`src/hw/amp_pkg.sv`:
```
// package for the main-port access policy block
// assumes a single processor clock and an AXI fabric outside
package amp_pkg;
  localparam int ADDR_W = 32;
  localparam int DATA_W = 64;
  localparam int WR_MAX_TOTAL = 39;
  localparam int WR_MAX_DEV = 15;
  localparam int WR_MAX_NORM = 24;
  localparam int RD_MAX_TOTAL = 5;
  localparam int RD_MAX_LINE = 2;
  localparam int RD_MAX_NC = 2;
  localparam int RD_MAX_INSTR = 1;
  localparam int TOTAL_MAX = 48;
  localparam int CNT_W = 6;
  localparam logic [CNT_W-1:0] CNT_RESET = 6'h00;
  // axi burst and size encodings
  localparam logic [1:0] BURST_INCR = 2'h1;
  localparam logic [1:0] BURST_WRAP = 2'h2;
  localparam logic [2:0] SIZE_B8 = 3'h0;
  localparam logic [2:0] SIZE_B16 = 3'h1;
  localparam logic [2:0] SIZE_B32 = 3'h2;
  localparam logic [2:0] SIZE_B64 = 3'h3;
  localparam logic [7:0] LEN_4 = 8'h03;
  // write ids
  localparam logic [1:0] WID_DEV = 2'h0;
  localparam logic [1:0] WID_NC = 2'h1;
  localparam logic [1:0] WID_CACHE = 2'h2;
  localparam logic [1:0] WID_EVICT = 2'h3;
  // read ids
  localparam logic [1:0] RID_NCDEV = 2'h0;
  localparam logic [1:0] RID_LINE0 = 2'h1;
  localparam logic [1:0] RID_LINE1 = 2'h2;
  localparam logic [1:0] RID_INSTR = 2'h3;
  // request kinds from the core side
  typedef enum logic [2:0] {
    AMP_K_LINEFILL,
    AMP_K_EVICT,
    AMP_K_NOALLOC_WR,
    AMP_K_IFETCH,
    AMP_K_NC_RD,
    AMP_K_NC_WR,
    AMP_K_DEV_RD,
    AMP_K_DEV_WR
  } amp_kind_t;
  // target interfaces
  typedef enum logic [2:0] {
    AMP_T_MAIN,
    AMP_T_PERIPH,
    AMP_T_EXT_PRIV,
    AMP_T_ITCM,
    AMP_T_DTCM
  } amp_tgt_t;
endpackage : amp_pkg

```
`src/hw/amp_access_policy.sv`:
```
// access policy for the main memory port, high-performance configuration
// assumes the core presents one request at a time with decoded attributes
// Operation
// - speculative accesses never fault; their error responses are discarded
// - no speculation to device execute-never regions; external private port never speculated
// - tightly coupled memory regions always normal, always speculation-eligible
// - protection violation on main, periph, external private ports faults, no access
// - tightly coupled memory violation faults; read may start, its data discarded
// - device accesses report privilege from current processor mode
// - normal accesses on peripheral port report true privilege
// - main port normal accesses privileged, prot bit zero set; security in bit one
// - instr and data tight memory ports report privilege of each access
// - main port is one 64-bit master for all remaining addresses
// - store buffer merges normal stores to cut write transactions
// - high-performance configuration selected when data cache present
// - 4-way data cache with allocation policies and prefetch
// - at most 39 writes outstanding: 15 device, 24 normal
// - at most 5 reads: 2 linefills, 2 non-cacheable, 1 instruction
// - four write ids and four read ids by transaction class
// - total outstanding limited to 48
// - cacheable uses wrap4 linefills, incr4 evictions, incr 1-4 others
// - non-cacheable uses incr 1-4 64-bit bursts, single loads any size
// - device uses single 32-bit reads, incr 1-2 writes, subword singles
// - shared exclusives are single beats of 8, 16 or 32 bits
// - no fixed bursts; sparse or empty strobes allowed in normal writes
module amp_access_policy #(
  parameter bit HAS_DCACHE = 1'b1
) (
  input wire logic CLK_I,
  input wire logic RST_I,
  input wire logic REQ_VALID_I,
  input wire amp_pkg::amp_kind_t REQ_KIND_I,
  input wire amp_pkg::amp_tgt_t REQ_TGT_I,
  input wire logic [amp_pkg::ADDR_W-1:0] REQ_ADDR_I,
  input wire logic [2:0] REQ_SIZE_I,
  input wire logic [1:0] REQ_BEATS_M1_I,
  input wire logic REQ_SPEC_I,
  input wire logic REQ_XN_I,
  input wire logic REQ_EXCL_I,
  input wire logic REQ_PRIV_I,
  input wire logic REQ_SECURE_I,
  input wire logic REQ_VIOL_I,
  input wire logic REQ_LINE_SEL_I,
  output logic REQ_READY_O,
  output logic FAULT_O,
  output logic MAIN_AVALID_O,
  output logic MAIN_AWRITE_O,
  output logic [amp_pkg::ADDR_W-1:0] MAIN_AADDR_O,
  output logic [1:0] MAIN_AID_O,
  output logic [7:0] MAIN_ALEN_O,
  output logic [2:0] MAIN_ASIZE_O,
  output logic [1:0] MAIN_ABURST_O,
  output logic MAIN_ALOCK_O,
  output logic [2:0] MAIN_APROT_O,
  input wire logic MAIN_AREADY_I,
  input wire logic MAIN_RDONE_I,
  input wire logic [1:0] MAIN_RID_I,
  input wire logic MAIN_BDONE_I,
  input wire logic [1:0] MAIN_BID_I,
  input wire logic MAIN_ERR_I,
  input wire logic MAIN_ERR_SPEC_I,
  output logic BUS_ERR_O,
  output logic PERIPH_VALID_O,
  output logic PERIPH_PRIV_O,
  output logic EXT_PRIV_VALID_O,
  output logic EXT_PRIV_PRIV_O,
  output logic TCM_RD_VALID_O,
  output logic TCM_DISCARD_O,
  output logic INSTR_TIGHTMEM_PRIVILEGE_O,
  output logic DATA_TIGHTMEM_PRIVILEGE_O
);
  import amp_pkg::*;

  typedef struct packed {
    logic ready;
    logic fault;
    logic avalid;
    logic awrite;
    logic [ADDR_W-1:0] aaddr;
    logic [1:0] aid;
    logic [7:0] alen;
    logic [2:0] asize;
    logic [1:0] aburst;
    logic alock;
    logic [2:0] aprot;
    logic bus_err;
    logic p_valid;
    logic p_priv;
    logic e_valid;
    logic e_priv;
    logic t_valid;
    logic t_discard;
    logic i_priv;
    logic d_priv;
    logic [CNT_W-1:0] wr_dev;
    logic [CNT_W-1:0] wr_norm;
    logic [CNT_W-1:0] rd_line;
    logic [CNT_W-1:0] rd_nc;
    logic [CNT_W-1:0] rd_instr;
  } amp_state_t;

  amp_state_t s_q;
  amp_state_t s_d;

  function automatic logic is_wr(input amp_kind_t k);
    return k == AMP_K_EVICT || k == AMP_K_NOALLOC_WR || k == AMP_K_NC_WR
        || k == AMP_K_DEV_WR;
  endfunction : is_wr

  function automatic logic is_dev(input amp_kind_t k);
    return k == AMP_K_DEV_RD || k == AMP_K_DEV_WR;
  endfunction : is_dev

  logic spec_blocked;
  logic credit_ok;
  logic take;
  logic [CNT_W-1:0] wr_tot;
  logic [CNT_W-1:0] rd_tot;
  logic rdone_line;
  logic rdone_nc;
  logic rdone_instr;
  logic bdone_dev;
  logic bdone_norm;
  logic beat_size_ok;

  always_comb begin
    // external private port is device xn; tcm is normal so never blocked
    spec_blocked = REQ_SPEC_I && ((REQ_TGT_I == AMP_T_EXT_PRIV)
        || (is_dev(REQ_KIND_I) && REQ_XN_I && (REQ_TGT_I == AMP_T_MAIN
        || REQ_TGT_I == AMP_T_PERIPH))
        || (REQ_TGT_I == AMP_T_MAIN && is_wr(REQ_KIND_I)));
    wr_tot = s_q.wr_dev + s_q.wr_norm;
    rd_tot = s_q.rd_line + s_q.rd_nc + s_q.rd_instr;
    credit_ok = 1'b1;
    case (REQ_KIND_I)
      AMP_K_DEV_WR: credit_ok = s_q.wr_dev < CNT_W'(WR_MAX_DEV);
      AMP_K_EVICT, AMP_K_NOALLOC_WR, AMP_K_NC_WR:
        credit_ok = s_q.wr_norm < CNT_W'(WR_MAX_NORM);
      AMP_K_LINEFILL: credit_ok = s_q.rd_line < CNT_W'(RD_MAX_LINE);
      AMP_K_IFETCH: credit_ok = s_q.rd_instr < CNT_W'(RD_MAX_INSTR);
      AMP_K_NC_RD, AMP_K_DEV_RD: credit_ok = s_q.rd_nc < CNT_W'(RD_MAX_NC);
      default: credit_ok = 1'b0;
    endcase
    // totals cap a counter drift as well as the class limits
    credit_ok = credit_ok && (wr_tot + rd_tot) < CNT_W'(TOTAL_MAX)
        && wr_tot < CNT_W'(WR_MAX_TOTAL) && rd_tot < CNT_W'(RD_MAX_TOTAL);
    // exclusives only as 8/16/32-bit singles
    beat_size_ok = !REQ_EXCL_I || (REQ_SIZE_I <= SIZE_B32);
  end

  assign take = REQ_VALID_I && s_q.ready && !(s_q.avalid && !MAIN_AREADY_I);
  assign rdone_line = MAIN_RDONE_I && (MAIN_RID_I == RID_LINE0 || MAIN_RID_I == RID_LINE1);
  assign rdone_nc = MAIN_RDONE_I && MAIN_RID_I == RID_NCDEV;
  assign rdone_instr = MAIN_RDONE_I && MAIN_RID_I == RID_INSTR;
  assign bdone_dev = MAIN_BDONE_I && MAIN_BID_I == WID_DEV;
  assign bdone_norm = MAIN_BDONE_I && MAIN_BID_I != WID_DEV;

  always_comb begin
    s_d = s_q;
    s_d.fault = 1'b0;
    s_d.p_valid = 1'b0;
    s_d.e_valid = 1'b0;
    s_d.t_valid = 1'b0;
    s_d.t_discard = 1'b0;
    // speculative errors are swallowed, never reported
    s_d.bus_err = MAIN_ERR_I && !MAIN_ERR_SPEC_I;
    s_d.ready = HAS_DCACHE;
    if (s_q.avalid && MAIN_AREADY_I) begin
      s_d.avalid = 1'b0;
    end
    if (take) begin
      case (REQ_TGT_I)
        AMP_T_MAIN: begin
          if (REQ_VIOL_I) begin
            s_d.fault = !REQ_SPEC_I;
          end else if (!spec_blocked && credit_ok && beat_size_ok) begin
            s_d.avalid = 1'b1;
            s_d.awrite = is_wr(REQ_KIND_I);
            s_d.aaddr = REQ_ADDR_I;
            s_d.alock = REQ_EXCL_I;
            s_d.aburst = BURST_INCR;
            s_d.asize = SIZE_B64;
            s_d.alen = {6'h00, REQ_BEATS_M1_I};
            // device follows mode; normal always privileged
            s_d.aprot = {1'b0, !REQ_SECURE_I,
                is_dev(REQ_KIND_I) ? REQ_PRIV_I : 1'b1};
            case (REQ_KIND_I)
              AMP_K_LINEFILL: begin
                s_d.aburst = BURST_WRAP;
                s_d.alen = LEN_4;
                s_d.aid = REQ_LINE_SEL_I ? RID_LINE1 : RID_LINE0;
              end
              AMP_K_EVICT: begin
                s_d.alen = LEN_4;
                s_d.aid = WID_EVICT;
              end
              AMP_K_NOALLOC_WR: s_d.aid = WID_CACHE;
              AMP_K_IFETCH: s_d.aid = RID_INSTR;
              AMP_K_NC_RD: begin
                s_d.aid = RID_NCDEV;
                if (REQ_BEATS_M1_I == 2'h0) begin
                  s_d.asize = REQ_SIZE_I;
                end
              end
              AMP_K_NC_WR: s_d.aid = WID_NC;
              AMP_K_DEV_RD: begin
                s_d.aid = RID_NCDEV;
                s_d.alen = 8'h00;
                s_d.asize = REQ_SIZE_I < SIZE_B32 ? REQ_SIZE_I : SIZE_B32;
              end
              default: begin
                s_d.aid = WID_DEV;
                s_d.alen = {7'h00, REQ_BEATS_M1_I[0]};
                s_d.asize = REQ_SIZE_I < SIZE_B32 ? REQ_SIZE_I : SIZE_B32;
              end
            endcase
            if (REQ_EXCL_I) begin
              // an exclusive is always a plain single, never a wrap
              s_d.aburst = BURST_INCR;
              s_d.alen = 8'h00;
              s_d.asize = REQ_SIZE_I;
              if (is_wr(REQ_KIND_I) && !is_dev(REQ_KIND_I)) begin
                s_d.aid = WID_NC;
              end
            end
          end
        end
        AMP_T_PERIPH, AMP_T_EXT_PRIV: begin
          if (REQ_VIOL_I) begin
            s_d.fault = !REQ_SPEC_I;
          end else if (!spec_blocked) begin
            s_d.p_valid = REQ_TGT_I == AMP_T_PERIPH;
            s_d.e_valid = REQ_TGT_I == AMP_T_EXT_PRIV;
            s_d.p_priv = REQ_PRIV_I;
            s_d.e_priv = REQ_PRIV_I;
          end
        end
        AMP_T_ITCM, AMP_T_DTCM: begin
          // speculation always allowed here since region is normal
          s_d.t_valid = !is_wr(REQ_KIND_I) || !REQ_VIOL_I;
          s_d.t_discard = REQ_VIOL_I;
          s_d.fault = REQ_VIOL_I && !REQ_SPEC_I;
          if (REQ_TGT_I == AMP_T_ITCM) begin
            s_d.i_priv = REQ_PRIV_I;
          end else begin
            s_d.d_priv = REQ_PRIV_I;
          end
        end
        default: s_d.fault = 1'b0;
      endcase
    end
    // outstanding accounting; issue and completion may coincide
    if (s_d.avalid && !s_q.avalid || take && s_d.avalid && s_q.avalid) begin
      case (REQ_KIND_I)
        AMP_K_DEV_WR: s_d.wr_dev = s_d.wr_dev + 1'b1;
        AMP_K_EVICT, AMP_K_NOALLOC_WR, AMP_K_NC_WR: s_d.wr_norm = s_d.wr_norm + 1'b1;
        AMP_K_LINEFILL: s_d.rd_line = s_d.rd_line + 1'b1;
        AMP_K_IFETCH: s_d.rd_instr = s_d.rd_instr + 1'b1;
        default: s_d.rd_nc = s_d.rd_nc + 1'b1;
      endcase
    end
    if (bdone_dev && s_d.wr_dev != CNT_RESET) s_d.wr_dev = s_d.wr_dev - 1'b1;
    if (bdone_norm && s_d.wr_norm != CNT_RESET) s_d.wr_norm = s_d.wr_norm - 1'b1;
    if (rdone_line && s_d.rd_line != CNT_RESET) s_d.rd_line = s_d.rd_line - 1'b1;
    if (rdone_nc && s_d.rd_nc != CNT_RESET) s_d.rd_nc = s_d.rd_nc - 1'b1;
    if (rdone_instr && s_d.rd_instr != CNT_RESET) s_d.rd_instr = s_d.rd_instr - 1'b1;
  end

  always_ff @(posedge CLK_I or posedge RST_I) begin
    if (RST_I) begin
      s_q <= '0;
    end else begin
      s_q <= s_d;
    end
  end

  assign REQ_READY_O = s_q.ready;
  assign FAULT_O = s_q.fault;
  assign MAIN_AVALID_O = s_q.avalid;
  assign MAIN_AWRITE_O = s_q.awrite;
  assign MAIN_AADDR_O = s_q.aaddr;
  assign MAIN_AID_O = s_q.aid;
  assign MAIN_ALEN_O = s_q.alen;
  assign MAIN_ASIZE_O = s_q.asize;
  assign MAIN_ABURST_O = s_q.aburst;
  assign MAIN_ALOCK_O = s_q.alock;
  assign MAIN_APROT_O = s_q.aprot;
  assign BUS_ERR_O = s_q.bus_err;
  assign PERIPH_VALID_O = s_q.p_valid;
  assign PERIPH_PRIV_O = s_q.p_priv;
  assign EXT_PRIV_VALID_O = s_q.e_valid;
  assign EXT_PRIV_PRIV_O = s_q.e_priv;
  assign TCM_RD_VALID_O = s_q.t_valid;
  assign TCM_DISCARD_O = s_q.t_discard;
  assign INSTR_TIGHTMEM_PRIVILEGE_O = s_q.i_priv;
  assign DATA_TIGHTMEM_PRIVILEGE_O = s_q.d_priv;

  // data cache itself (4-way, prefetch) lives outside; this block sees its linefills
  localparam int CACHE_WAYS = 4;
endmodule : amp_access_policy

```
`config.mk`:
```
export PLATFORM = sky130hd
export DESIGN_NAME = amp_access_policy
export DESIGN_NICKNAME = d
export VERILOG_FILES = /design/src/hw/amp_pkg.sv /design/src/hw/amp_access_policy.sv
export SDC_FILE = /design/constraint.sdc
export NUM_CORES = 1
export LEC_CHECK = 0
export BUFFER_PORTS_ARGS = -buffer_cell sky130_fd_sc_hd__buf_2
export CAP_MARGIN = 20
export CORE_MARGIN = 1
export CORE_UTILIZATION = 45
export CTS_BUF_LIST = sky130_fd_sc_hd__clkbuf_8
export DETAILED_ROUTE_END_ITERATION = 8
export GPL_ROUTABILITY_DRIVEN = 1
export PLACE_DENSITY = 0.74
export SLEW_MARGIN = 20
export SYNTH_ARGS = -nofsm -noshare
export SYNTH_HDL_FRONTEND = slang
export SYNTH_SLANG_ARGS = --single-unit
export TNS_END_PERCENT = 10
```
`constraint.sdc`:
```
create_clock -name CLK_I -period 8.44 [get_ports CLK_I]
set_input_delay 1.688 -clock CLK_I [delete_from_list [all_inputs] [get_ports CLK_I]]
set_output_delay 1.688 -clock CLK_I [all_outputs]
set_load 0.01 [all_outputs]
```
* After elaboration in Yosys (flattened, before gate mapping)
Cells that the tools add are included.
Cells by class: order comparisons 10, bitwise gates (word level) 3, eq/ne operators 14, muxes and demuxes 36, add/subtract/negate cells 14, reduce and logical (&&, ||, !) cells 76
Operator list (number):
- two-way mux 53 bit | 3
- two-way mux 6 bit | 10
- two-way mux 54 bit | 1
- adder 6 x 1 -> 6 bit, second input constant | 5
- two-way mux 30 bit | 1
- nonzero test 6 bit | 5
- subtractor 6 x 1 -> 6 bit, second input constant | 5
- logical AND 1 bit | 29
- adder 6 bit | 4
- two-way mux 4 bit | 4
- equality test 3 bit, second input constant | 5
- two-way mux 15 bit | 1
- equality test 3 x 2 -> 1 bit, second input constant | 4
- < comparator 6 x 2 -> 1 bit, second input constant | 2
- < comparator 6 bit, second input constant | 2
- zero test 1 bit | 11
- logical OR 1 bit | 11
- OR reduction 2 bit | 5
- two-way mux 8 bit | 1
- one-hot mux 2 bit (4 select lines) | 1
- AND reduction 4 bit | 2
- equality test 3 x 1 -> 1 bit, second input constant | 2
- zero test 2 bit | 3
- zero test 3 bit | 2
- other kinds (22) | 34
Word-level totals: input port bits 62, flip-flop bits (word level) 92, output and inout port bits 64

* Longest topological paths before layout
Gate-level depths: netlist of the first run.
depth in word-level cells 21, gate-level depth with buffers 22

* Worst setup path before layout of the first run
No wires, ideal clock.
kind input port to flip-flop, start point input REQ_KIND_I[1], end point register s_q[4] (netlist name), path slack 3.445 ns, cell stages on the path 14, buffers on the path 2, data required time 8.361 ns, setup time 0.079 ns, data arrival time 4.916 ns, cells stage by stage buf_4 -> nor2b_1 -> a221o_1 -> a2111o_1 -> or4_4 -> a2111o_1 -> buf_2 -> nor3_1 -> nor2_1 -> a21oi_1 -> ha_1 -> nand4b_1 -> nor3b_1 -> xor2_1
RTL lines:
- start: declaration | RTL line amp_access_policy.sv:32 | input wire amp_pkg::amp_kind_t REQ_KIND_I,
- end signal: assignment | RTL line amp_access_policy.sv:271 | s_q <= '0;
- end signal: assignment | RTL line amp_access_policy.sv:273 | s_q <= s_d;
- end: declaration | RTL line amp_access_policy.sv:102 | amp_state_t s_q;

==> metrics, run 1 <==
number of flops mapped to enable cells by yosys=0; Initial Util=between 40% and 50%; input/output buffers=118; Area contributors post-synth=dfrtp_1 38%, nand2_1 9.2%, buf_4 7.0%; highest cell delay on the worst timing path=0.84 ns; Ys Warns=0; final setup fails=0; Post-Syn Area per Cell=8.96 um^2; post-synth cell types=63; die height=roughly 110 um; max_cap viols=0; First DRT Iteration DRCs=338; Cells after DPL=851; TNS Setup=0 ns; global-route wire length before repair=21100 um; quantity of hold-fixing buffers added after cts=0; Worst Hold Class=register to register; Post-CTS Setup Bufs=0; total global routing track utilization=around a fifth; async set-reset flop share out of synthesis=between 90% and 100%; Hold Vio Cnt, Final=0; CP bufs+invs=2; Crit Path Max Fanout=27; drt via density=roughly 5.3; RSZ-0062 raised after global routing=no; GRT Max-Usage Layer=met2; num ports=about 130; Worst Setup End Kind=register; post-CTS resize count=0; final cell count without fillers=slightly below 900; post-layout minimum cycle time=5.38 ns; GR met2 Demand/Resource=around a third; grt met3 use=~4.5%; Residual DRC=0; hpwl dp=9790 um; Synth Cell Area=approximately 5600 um^2; #FFs+latches synth=between 80 and 90; vias in the first global route=approximately 4300; Area Growth Syn to Fin=10.8%; CP Class=input port to register; clock-pin slew on the worst setup and hold paths=~0.1 ns; Slew Viols, Final=0; status=finished, final reports clean; crit path DAT=approximately 5.6 ns; Worst Setup Start Kind=input port; Worst Tran Pin Value=about 0.96 ns; Pwr Total=2290 uW; Post-Route Skew=0.0148 ns; Clock Tree Root=clkbuf_8; final worst path period share=between 60% and 70%; leading cell type in the layout, fill and taps excluded=nand2_1; initial antenna violation count=1; final instance area=around 6200 um^2; slowest cell on the critical path=a2111oi_4; CP required=8.70 ns; cell count after synthesis=roughly 630; GPL Wtd Cong=~0.9; total CTS buffers=9; FMAX=0.186 GHz; gr ovfl total=0; post-synthesis sequential area ratio=about two fifths; Max VDD drop=around 260 uV; H-tree depth=3; routed vias=around 4600; layout cell share with drive strength beyond 1=approximately 22%; Max Buffers Root-to-Sink=2; largest net degree at the start of global routing=87; Rows=40; Sink Count=86; post-route ant nets=0; most frequent cells in the layout=137 x nand2_1, 118 x buf_2, 86 x dfrtp_1; Rel. slew slack=a little over a third; final WL=13100 um; drt wl/cell=15.0 um; CTS tree=built; Die W=114 um; Clk Latency, worst-skew pair=roughly 0.37 ns; area of the core=around 12000 um^2; Synth area leader=dfrtp_1; Leakage Power=approximately 0.0031 uW; GR Util met1=26.2%; Die ar.=about 13000 um^2; Worst path top cell family by delay=compound AO/OA/AOI/OAI gates; cell area power density=approximately 370 nW/um^2; placed inst area=around 6000 um^2; Synth top area share=between 30% and 40%; fin nets=between 700 and 800; Most used DFF post-synth=dfrtp_1; First-pass DRT Iterations=4; Cell Chain, Critical Path=buf_2 > nand2b_4 > a221o_1 > a2111o_1 > or4_4 > a2111oi_4 > buf_4 > a21oi_1 > o21ai_0 > nand3_1 > xor2_1
cell type report:
type                       instances  area (um^2)
antenna                            1         2.50
clock buffer                       9          124
clock inverter                     7         83.8
fill                            1080         5850
inverter                          24         91.3
multi-input combinational        451         2930
sequential                        86         2150
tap                              168          210
timing repair buffer             122          624
cell families (layout without fill, tap and decap cells):
family,after synthesis,after routing,share of synthesized area [%]
buffers and inverters,95,162,9.88
muxes,13,13,2.43
DFF,86,86,38.4
and+or+nand+nor,257,257,21.9
adders and majority gates,34,34,8.47
xor gates and xnor gates,39,39,6.09
other,2,9,0.134
AOI/OAI and AO/OA,100,100,12.8
path summary, 6_finish.rpt:
path | from | cells after the start | to | slack, ns
max reg2reg | s_q[7]$_DFF_PP0_ | 14 | s_q[6]$_DFF_PP0_ | 3.21
max in group asynchronous | RST_I | 3 | MAIN_AID_O[0]$_DFFE_PP0P_ | 6.38
min in group asynchronous | RST_I | 3 | MAIN_AADDR_O[22]$_DFFE_PP0P_ | 1.51
min reg2reg | MAIN_AADDR_O[20]$_DFFE_PP0P_ | 2 | MAIN_AADDR_O[20]$_DFFE_PP0P_ | 0.47
min | MAIN_AADDR_O[20]$_DFFE_PP0P_ | 2 | MAIN_AADDR_O[20]$_DFFE_PP0P_ | 0.47
max | REQ_KIND_I[1] | 11 | s_q[6]$_DFF_PP0_ | 3.06
layer usage:
| layer | vias to the layer above | part of all wire (%) | wire [um] |
|---|---|---|---|
| met5 | - | 0 | 0 |
| met4 | 0 | 2.7 | 348 |
| met3 | 24 | 6.6 | 859 |
| met2 | 164 | 47 | 6160 |
| met1 | 2224 | 44 | 5700 |
| li1 | 2219 | - | - |
flip-flops by register name, summed over array words and instances, names as in the netlist, 2 cells and up:
| name | count |
|---|---|
| MAIN_AADDR_O | 32 |
| MAIN_ABURST_O | 2 |
| MAIN_AID_O | 2 |
| MAIN_ALEN_O | 2 |
| MAIN_APROT_O | 2 |
| MAIN_ASIZE_O | 3 |
| s_q | 30 |
cell usage after synthesis (all sizes together), types with 6 or more instances:
cell and number:
nor3 15, mux2i 8, and3 7, a21oi 23, nor3b 7, nand2b 8, nor4 6, or4 9
nand2 137, clkbuf 14, buf 57, inv 24, ha 26, xnor2 26, o21ai 26, fa 7
dfrtp 86, a211oi 6, nand3 10, nor2 32, xor2 13
metrics by stage:
step / hold slack [ns] / worst slack [ns] / utilization (%)
4_1_cts: 0.471 / 3.07 / 51.5
5_1_grt: 0.502 / 2.85 / 51.5
3_3_place_gp: 0.443 / 2.87 / 49.8
2_1_floorplan: 0.440 / 3.44 / -
6_report: 0.468 / 3.06 / 51.5
3_5_place_dp: 0.450 / 2.71 / 49.8
power breakdown:
part / internal, uW / total, uW / switching, uW
Sequential: 501 / 634 / 133
Clock: 140 / 308 / 167
Combinational: 554 / 1350 / 798
worst register-to-register path, delay by kind of cell (launching register included):
| family | cells | cell delay, ns |
|---|---|---|
| buffers and inverters | 3 | 0.56 |
| xor gates and xnor gates | 2 | 0.38 |
| DFF | 1 | 0.45 |
| and+or+nand+nor | 3 | 1.26 |
| AOI/OAI and AO/OA | 3 | 1.36 |
| adders and majority gates | 3 | 1.12 |
No activity file was read; power rests on OpenSTA's default activity.
==> inputs of run 2 (changes only) <==
Clock period 8.44 ns to 5.65 ns, I/O delays scaled along.
==> run 2 against run 1 <==
  * Global-route usage fell by 0.66 points
  * Die area stayed put
  * Cell count grew 0.12%
  * Non-clock buffer count did not move
  * Via count shrank 1.6%
  * Register-to-register slack worse by 2.7 ns
  * Clock skew barely moved
  * First-iteration DRC count shrank 25%
  * Final area is 0.10% lower
  * Count of clock-buffer cells in the layout did not move
  * Hold slack improved by 0.0013 ns
  * Critical endpoint is now s_q[22]$_DFF_PP0_
  * Highest routed layer unchanged
==> metrics, run 2 (same netlist as run 1, synthesis figures left out) <==
Hold Vio Cnt, Final=0; Rows=40; status=finished, final reports clean; final setup fails=0; routed vias=roughly 4600; Initial Util=46.5%; FMAX=approximately 0.19 GHz; vias in the first global route=between 4000 and 5000; Clk Latency, worst-skew pair=0.37 ns; max_cap viols=0; Sink Count=86; drt wl/cell=14.3 um; layout cell share with drive strength beyond 1=roughly 22%; cell area power density=between 500 and 600 nW/um^2; leading cell type in the layout, fill and taps excluded=nand2_1; fin nets=789; Die W=between 100 and 150 um; Die ar.=around 13000 um^2; placed inst area=between 6000 and 7000 um^2; CP Class=register to register; Max VDD drop=between 400 and 500 uV; CP required=approximately 5.9 ns; Worst Hold Class=register to register; highest cell delay on the worst timing path=~0.56 ns; total global routing track utilization=approximately a fifth; worst hold start=MAIN_AADDR_O[13]$_DFFE_PP0P_; post-route ant nets=0; post-layout minimum cycle time=about 5.1 ns; clock-pin slew on the worst setup and hold paths=around 0.1 ns; Residual DRC=0; most frequent cell on the critical path=ha_1; Cell Chain, Critical Path=fa_1 > ha_1 > a21o_1 > a21oi_1 > xnor2_1 > ha_1 > and3b_1 > o21ai_0 > nand4_1 > nor3_2 > a2111o_1 > nor2_1 > xnor2_1 > ha_1 > nand2_1 > or3b_1 > xor2_1; Worst Setup Start Kind=register; Post-CTS Setup Bufs=0; TNS Setup=0 ns; Rel. slew slack=between 30% and 40%; area of the core=around 12000 um^2; Pwr Total=approximately 3300 uW; Area Growth Syn to Fin=10.7%; First-pass DRT Iterations=4; CTS tree=built; Worst Setup SP=s_q[2]$_DFF_PP0_; input/output buffers=118; max reg flops=32; final WL=12400 um; Max Buffers Root-to-Sink=2; H-tree depth=3; total CTS buffers=9; final worst path period share=between 90% and 100%; most frequent cells in the layout=137 x nand2_1, 118 x buf_2, 86 x dfrtp_1; final instance area=about 6200 um^2; Crit Path Max Fanout=10; slowest cell on the critical path=fa_1; RSZ-0062 raised after global routing=no; hpwl dp=9600 um; First DRT Iteration DRCs=~250; Worst Setup End Kind=register; Post-Route Skew=about 0.015 ns; num ports=around 130; drt via density=about 5.2; Leakage Power=approximately 0.0031 uW; reg-to-reg critical path startpoint=s_q[2]$_DFF_PP0_; # fillers=about 1100; largest net degree at the start of global routing=slightly above 70; Worst Tran Pin Value=0.903 ns; post-CTS resize count=0; quantity of hold-fixing buffers added after cts=0; gr ovfl total=0; Slew Viols, Final=0; crit path DAT=roughly 5.4 ns; die height=about 110 um; GPL Wtd Cong=about 0.9; initial antenna violation count=2; global-route wire length before repair=20400 um; Clock Tree Root=clkbuf_8
[run 2: changes by cell type in the layout (fill, tap and decap cells not counted), sizes merged]
cell and delta:
clkinvlp -2, inv +2, diode +1
[run 2: worst max-delay path, delay by kind of cell (launching register included)]
family,cells,cell delay (ns)
AO/OA/AOI/OAI,4,0.97
XOR/XNOR,3,0.65
adder cells (fa/ha/maj),4,1.47
flip-flops,1,0.44
AND/OR/NAND/NOR,6,1.50
[run 2: where the power goes]
part	leakage [uW]	switching, uW	internal, uW
Combinational	0.00190	1120	819
Sequential	0.00114	191	748
Clock	0.000105	241	210
Total	0.00315	1550	1780
[run 2: per-stage QoR]
stage,worst slack [ns],util [%],hold slack (ns),instances
floorplan,1.04,-,0.440,632
global placement,0.775,49.8,0.443,851
detailed placement,0.544,49.8,0.451,851
CTS,0.508,51.4,0.473,867
global route,0.207,51.5,0.494,868
finish,0.506,51.5,0.470,869
[run 2: layout make-up]
class                      instances  area, um^2  area share [%]
multi-input combinational        451        2930            47.1
antenna                            2        5.00          0.0806
sequential                        86        2150            34.7
clock inverter                     7        78.8            1.27
timing repair buffer             122         621            10.0
clock buffer                       9         124            2.00
tap                              168         210            3.39
inverter                          24        91.3            1.47
[run 2: final timing paths]
path,end,slack (ns),cells past startpoint
worst min-delay path,MAIN_AADDR_O[13]$_DFFE_PP0P_,0.47,2
min in group asynchronous,MAIN_AADDR_O[21]$_DFFE_PP0P_,0.67,2
worst max register to register,s_q[22]$_DFF_PP0_,0.51,17
max in group asynchronous,s_q[25]$_DFF_PP0_,3.80,3
worst max-delay path,s_q[22]$_DFF_PP0_,0.51,17
worst min register to register,MAIN_AADDR_O[13]$_DFFE_PP0P_,0.47,2
[run 2: layer usage]
metal | global-route usage (%) | up-vias | part of all wire (%)
li1 | - | 2223 | -
met5 | 0 | - | 0
met1 | 23.7 | 2166 | 43
met2 | 34.7 | 147 | 48
met4 | 7.28 | 0 | 1.8
met3 | 5.58 | 23 | 6.7
==> inputs of run 3 (changes only) <==
Settings changed: ABC_AREA from default to 1.
==> run 3 against run 2 <==
  * Clock power hardly changed
  * Synthesized cell count grew 24%
  * Core utilization down 0.88 points
  * Power is 2.7% higher
  * Sequential share of layout area is 2.4 points lower
  * Fmax is 12% higher
  * First-iteration DRC count grew 9.1%
  * Critical path depth stayed put
  * Count of clock-buffer cells in the layout did not move
  * Critical path type unchanged
  * Largest cell class unchanged
==> metrics, run 3 <==
hold endpoint=MAIN_AADDR_O[3]$_DFFE_PP0P_; max reg flops=32; reg2reg path depth=17; Synth Cell Area=approximately 6000 um^2; post-route ant nets=0; Most used DFF post-synth=dfrtp_1; routed vias=between 4000 and 5000; H-tree depth=3; leading cell type in the layout, fill and taps excluded=nand2_1; Area contributors post-synth=dfrtp_1 36%, nand2_1 12%, inv_1 8.5%; final worst path period share=between 80 and 90%; synth cell count leaders=188 x nand2_1, 137 x inv_1, 86 x dfrtp_1; drt via density=4.79; area of the core=about 13000 um^2; gr ovfl total=0; Die ar.=13900 um^2; CP Class=register to register; CTS tree=built; Leakage Power=around 0.0044 uW; largest net degree at the start of global routing=45; async set-reset flop share out of synthesis=between 90% and 100%; Hold Vio Cnt, Final=0; die height=between 100 and 150 um; drt wl/cell=about 12 um; final WL=between 10000 and 15000 um; Max VDD drop=approximately 440 uV; most frequent cells in the layout=188 x nand2_1, 136 x inv_1, 118 x buf_2; initial antenna violation count=0; worst hold start=MAIN_AADDR_O[3]$_DFFE_PP0P_; Clk Latency, worst-skew pair=between 0.3 and 0.4 ns; vias in the first global route=4753; layout cell share with drive strength beyond 1=a little over a fifth; most common cell in the netlist=nand2_1; # fillers=1266; FF-to-FF End=MAIN_ASIZE_O[0]$_DFFE_PP0P_; Residual DRC=0; clock-pin slew on the worst setup and hold paths=approximately 0.090 ns; CP required=between 5 and 6 ns; GPL Wtd Cong=around 0.88; Max Buffers Root-to-Sink=2; Synth area leader=dfrtp_1; Post-CTS Setup Bufs=0; Crit Path Max Fanout=38; fin nets=949; reg-to-reg critical path startpoint=s_q[1]$_DFF_PP0_; First DRT Iteration DRCs=between 200 and 300; setup ws final=roughly 1.1 ns; Synth top area share=about 36%; worst reg2reg setup slack=1.05 ns; hpwl dp=9930 um; Worst Hold Depth=2; quantity of hold-fixing buffers added after cts=0; FMAX=between 0.2 and 0.25 GHz; Post-Syn Area per Cell=between 7 and 8 um^2; max_cap viols=0; cell area power density=513 nW/um^2; post-synth cell types=43; Rows=between 40 and 50; num ports=approximately 130; status=finished, final reports clean; number of flops mapped to enable cells by yosys=0; Sink Count=86; Post-Route Skew=0.0115 ns; global-route wire length before repair=between 20000 and 25000 um; Rel. slew slack=51.8%; Worst Tran Pin Value=0.722 ns; pre-CTS WS=1.07 ns; #FFs+latches synth=86; Slew Viols, Final=0; Worst Hold Class=register to register; Ys Warns=0; Die W=roughly 120 um; TNS Setup=0 ns; post-CTS resize count=0; total CTS buffers=9; total global routing track utilization=18.9%; post-layout minimum cycle time=roughly 4.6 ns; post-synthesis sequential area ratio=35.5%; cell count after synthesis=slightly below 800; Clock Tree Root=clkbuf_8; Pwr Total=roughly 3400 uW; input/output buffers=118; fin util=between 50% and 60%; First-pass DRT Iterations=4; Area Growth Syn to Fin=10.1%; Worst Setup End Kind=register; final setup fails=0; Worst Setup Start Kind=register; RSZ-0062 raised after global routing=no; Initial Util=between 40% and 50%; crit path DAT=4.91 ns; antenna fix cells=0
-- run 3: changes by cell type in the layout (fill, tap and decap cells not counted), moves of 10 or more --
cell	previous run	this run
a21oi_1	23	10
nand2_2	0	10
nand2_1	137	188
mux2i_1	8	34
inv_1	23	136
nor2_1	32	43
nand3_1	10	46
xnor2_1	26	1
nand4_1	3	21
-- run 3: report_power, final --
| group | internal, uW | switching [uW] |
|---|---|---|
| registers | 773 | 160 |
| clock network | 211 | 242 |
| logic | 731 | 1300 |
-- run 3: final cells by class --
| class | count | area (um^2) | share of cell area [%] |
|---|---|---|---|
| Multi-Input combinational cell | 494 | 2950 | 44.2 |
| Sequential cell | 86 | 2150 | 32.3 |
| Timing Repair Buffer | 120 | 606 | 9.08 |
| Inverter | 143 | 538 | 8.06 |
| Tap cell | 176 | 220 | 3.30 |
| Clock buffer | 9 | 124 | 1.86 |
| Clock inverter | 7 | 81.3 | 1.22 |
-- run 3: per-layer routing --
metal	vias to the layer above	part of all wire, %	track usage, %
li1	2549	-	-
met1	2259	48	24.5
met2	141	46	31.7
met3	10	5.2	4.17
met4	0	1.1	5.13
met5	-	0	0
-- run 3: through the flow --
stage | instance area [um^2] | instances | hold WS [ns]
3_5_place_dp | 6470 | 1019 | 0.468
4_1_cts | 6670 | 1035 | 0.491
6_report | 6670 | 1035 | 0.485
5_1_grt | 6670 | 1035 | 0.509
3_3_place_gp | 6470 | 1019 | 0.459
2_1_floorplan | 6080 | 783 | 0.454
-- run 3: cell families after synthesis --
group	after synthesis	share of synthesized area, %
buf+inv	203	16.2
other cells	2	0.124
xor+xnor	12	1.86
mux	34	5.62
compound gates	56	5.20
simple gates	351	27.8
flops	86	35.5
fa+ha+maj	33	7.68
-- run 3: worst max path at each step --
stage | from | end | depth (start not counted)
2_1_floorplan | s_q[1]$_DFF_PP0_ | s_q[14]$_DFF_PP0_ | 20
3_3_place_gp | s_q[1]$_DFF_PP0_ | MAIN_ASIZE_O[0]$_DFFE_PP0P_ | 17
3_5_place_dp | s_q[1]$_DFF_PP0_ | MAIN_ABURST_O[0]$_DFFE_PP0P_ | 16
4_1_cts | s_q[1]$_DFF_PP0_ | MAIN_ASIZE_O[0]$_DFFE_PP0P_ | 17
5_1_grt | s_q[1]$_DFF_PP0_ | MAIN_ASIZE_O[0]$_DFFE_PP0P_ | 17
6_report | s_q[1]$_DFF_PP0_ | MAIN_ASIZE_O[0]$_DFFE_PP0P_ | 17
-- run 3: critical path, stage by stage (launching register included) --
cell      delay, ns
dfrtp_1        0.35
inv_1          0.08
fa_1           0.53
inv_1          0.04
ha_1           0.21
fa_1           0.40
xor2_1         0.24
ha_1           0.29
a21oi_1        0.19
nand3_1        0.09
nand2_1        0.09
nand3_2        0.49
nand3_2        0.27
buf_4          0.54
inv_1          0.35
o311ai_0       0.17
o21ai_0        0.13
inv_1          0.06
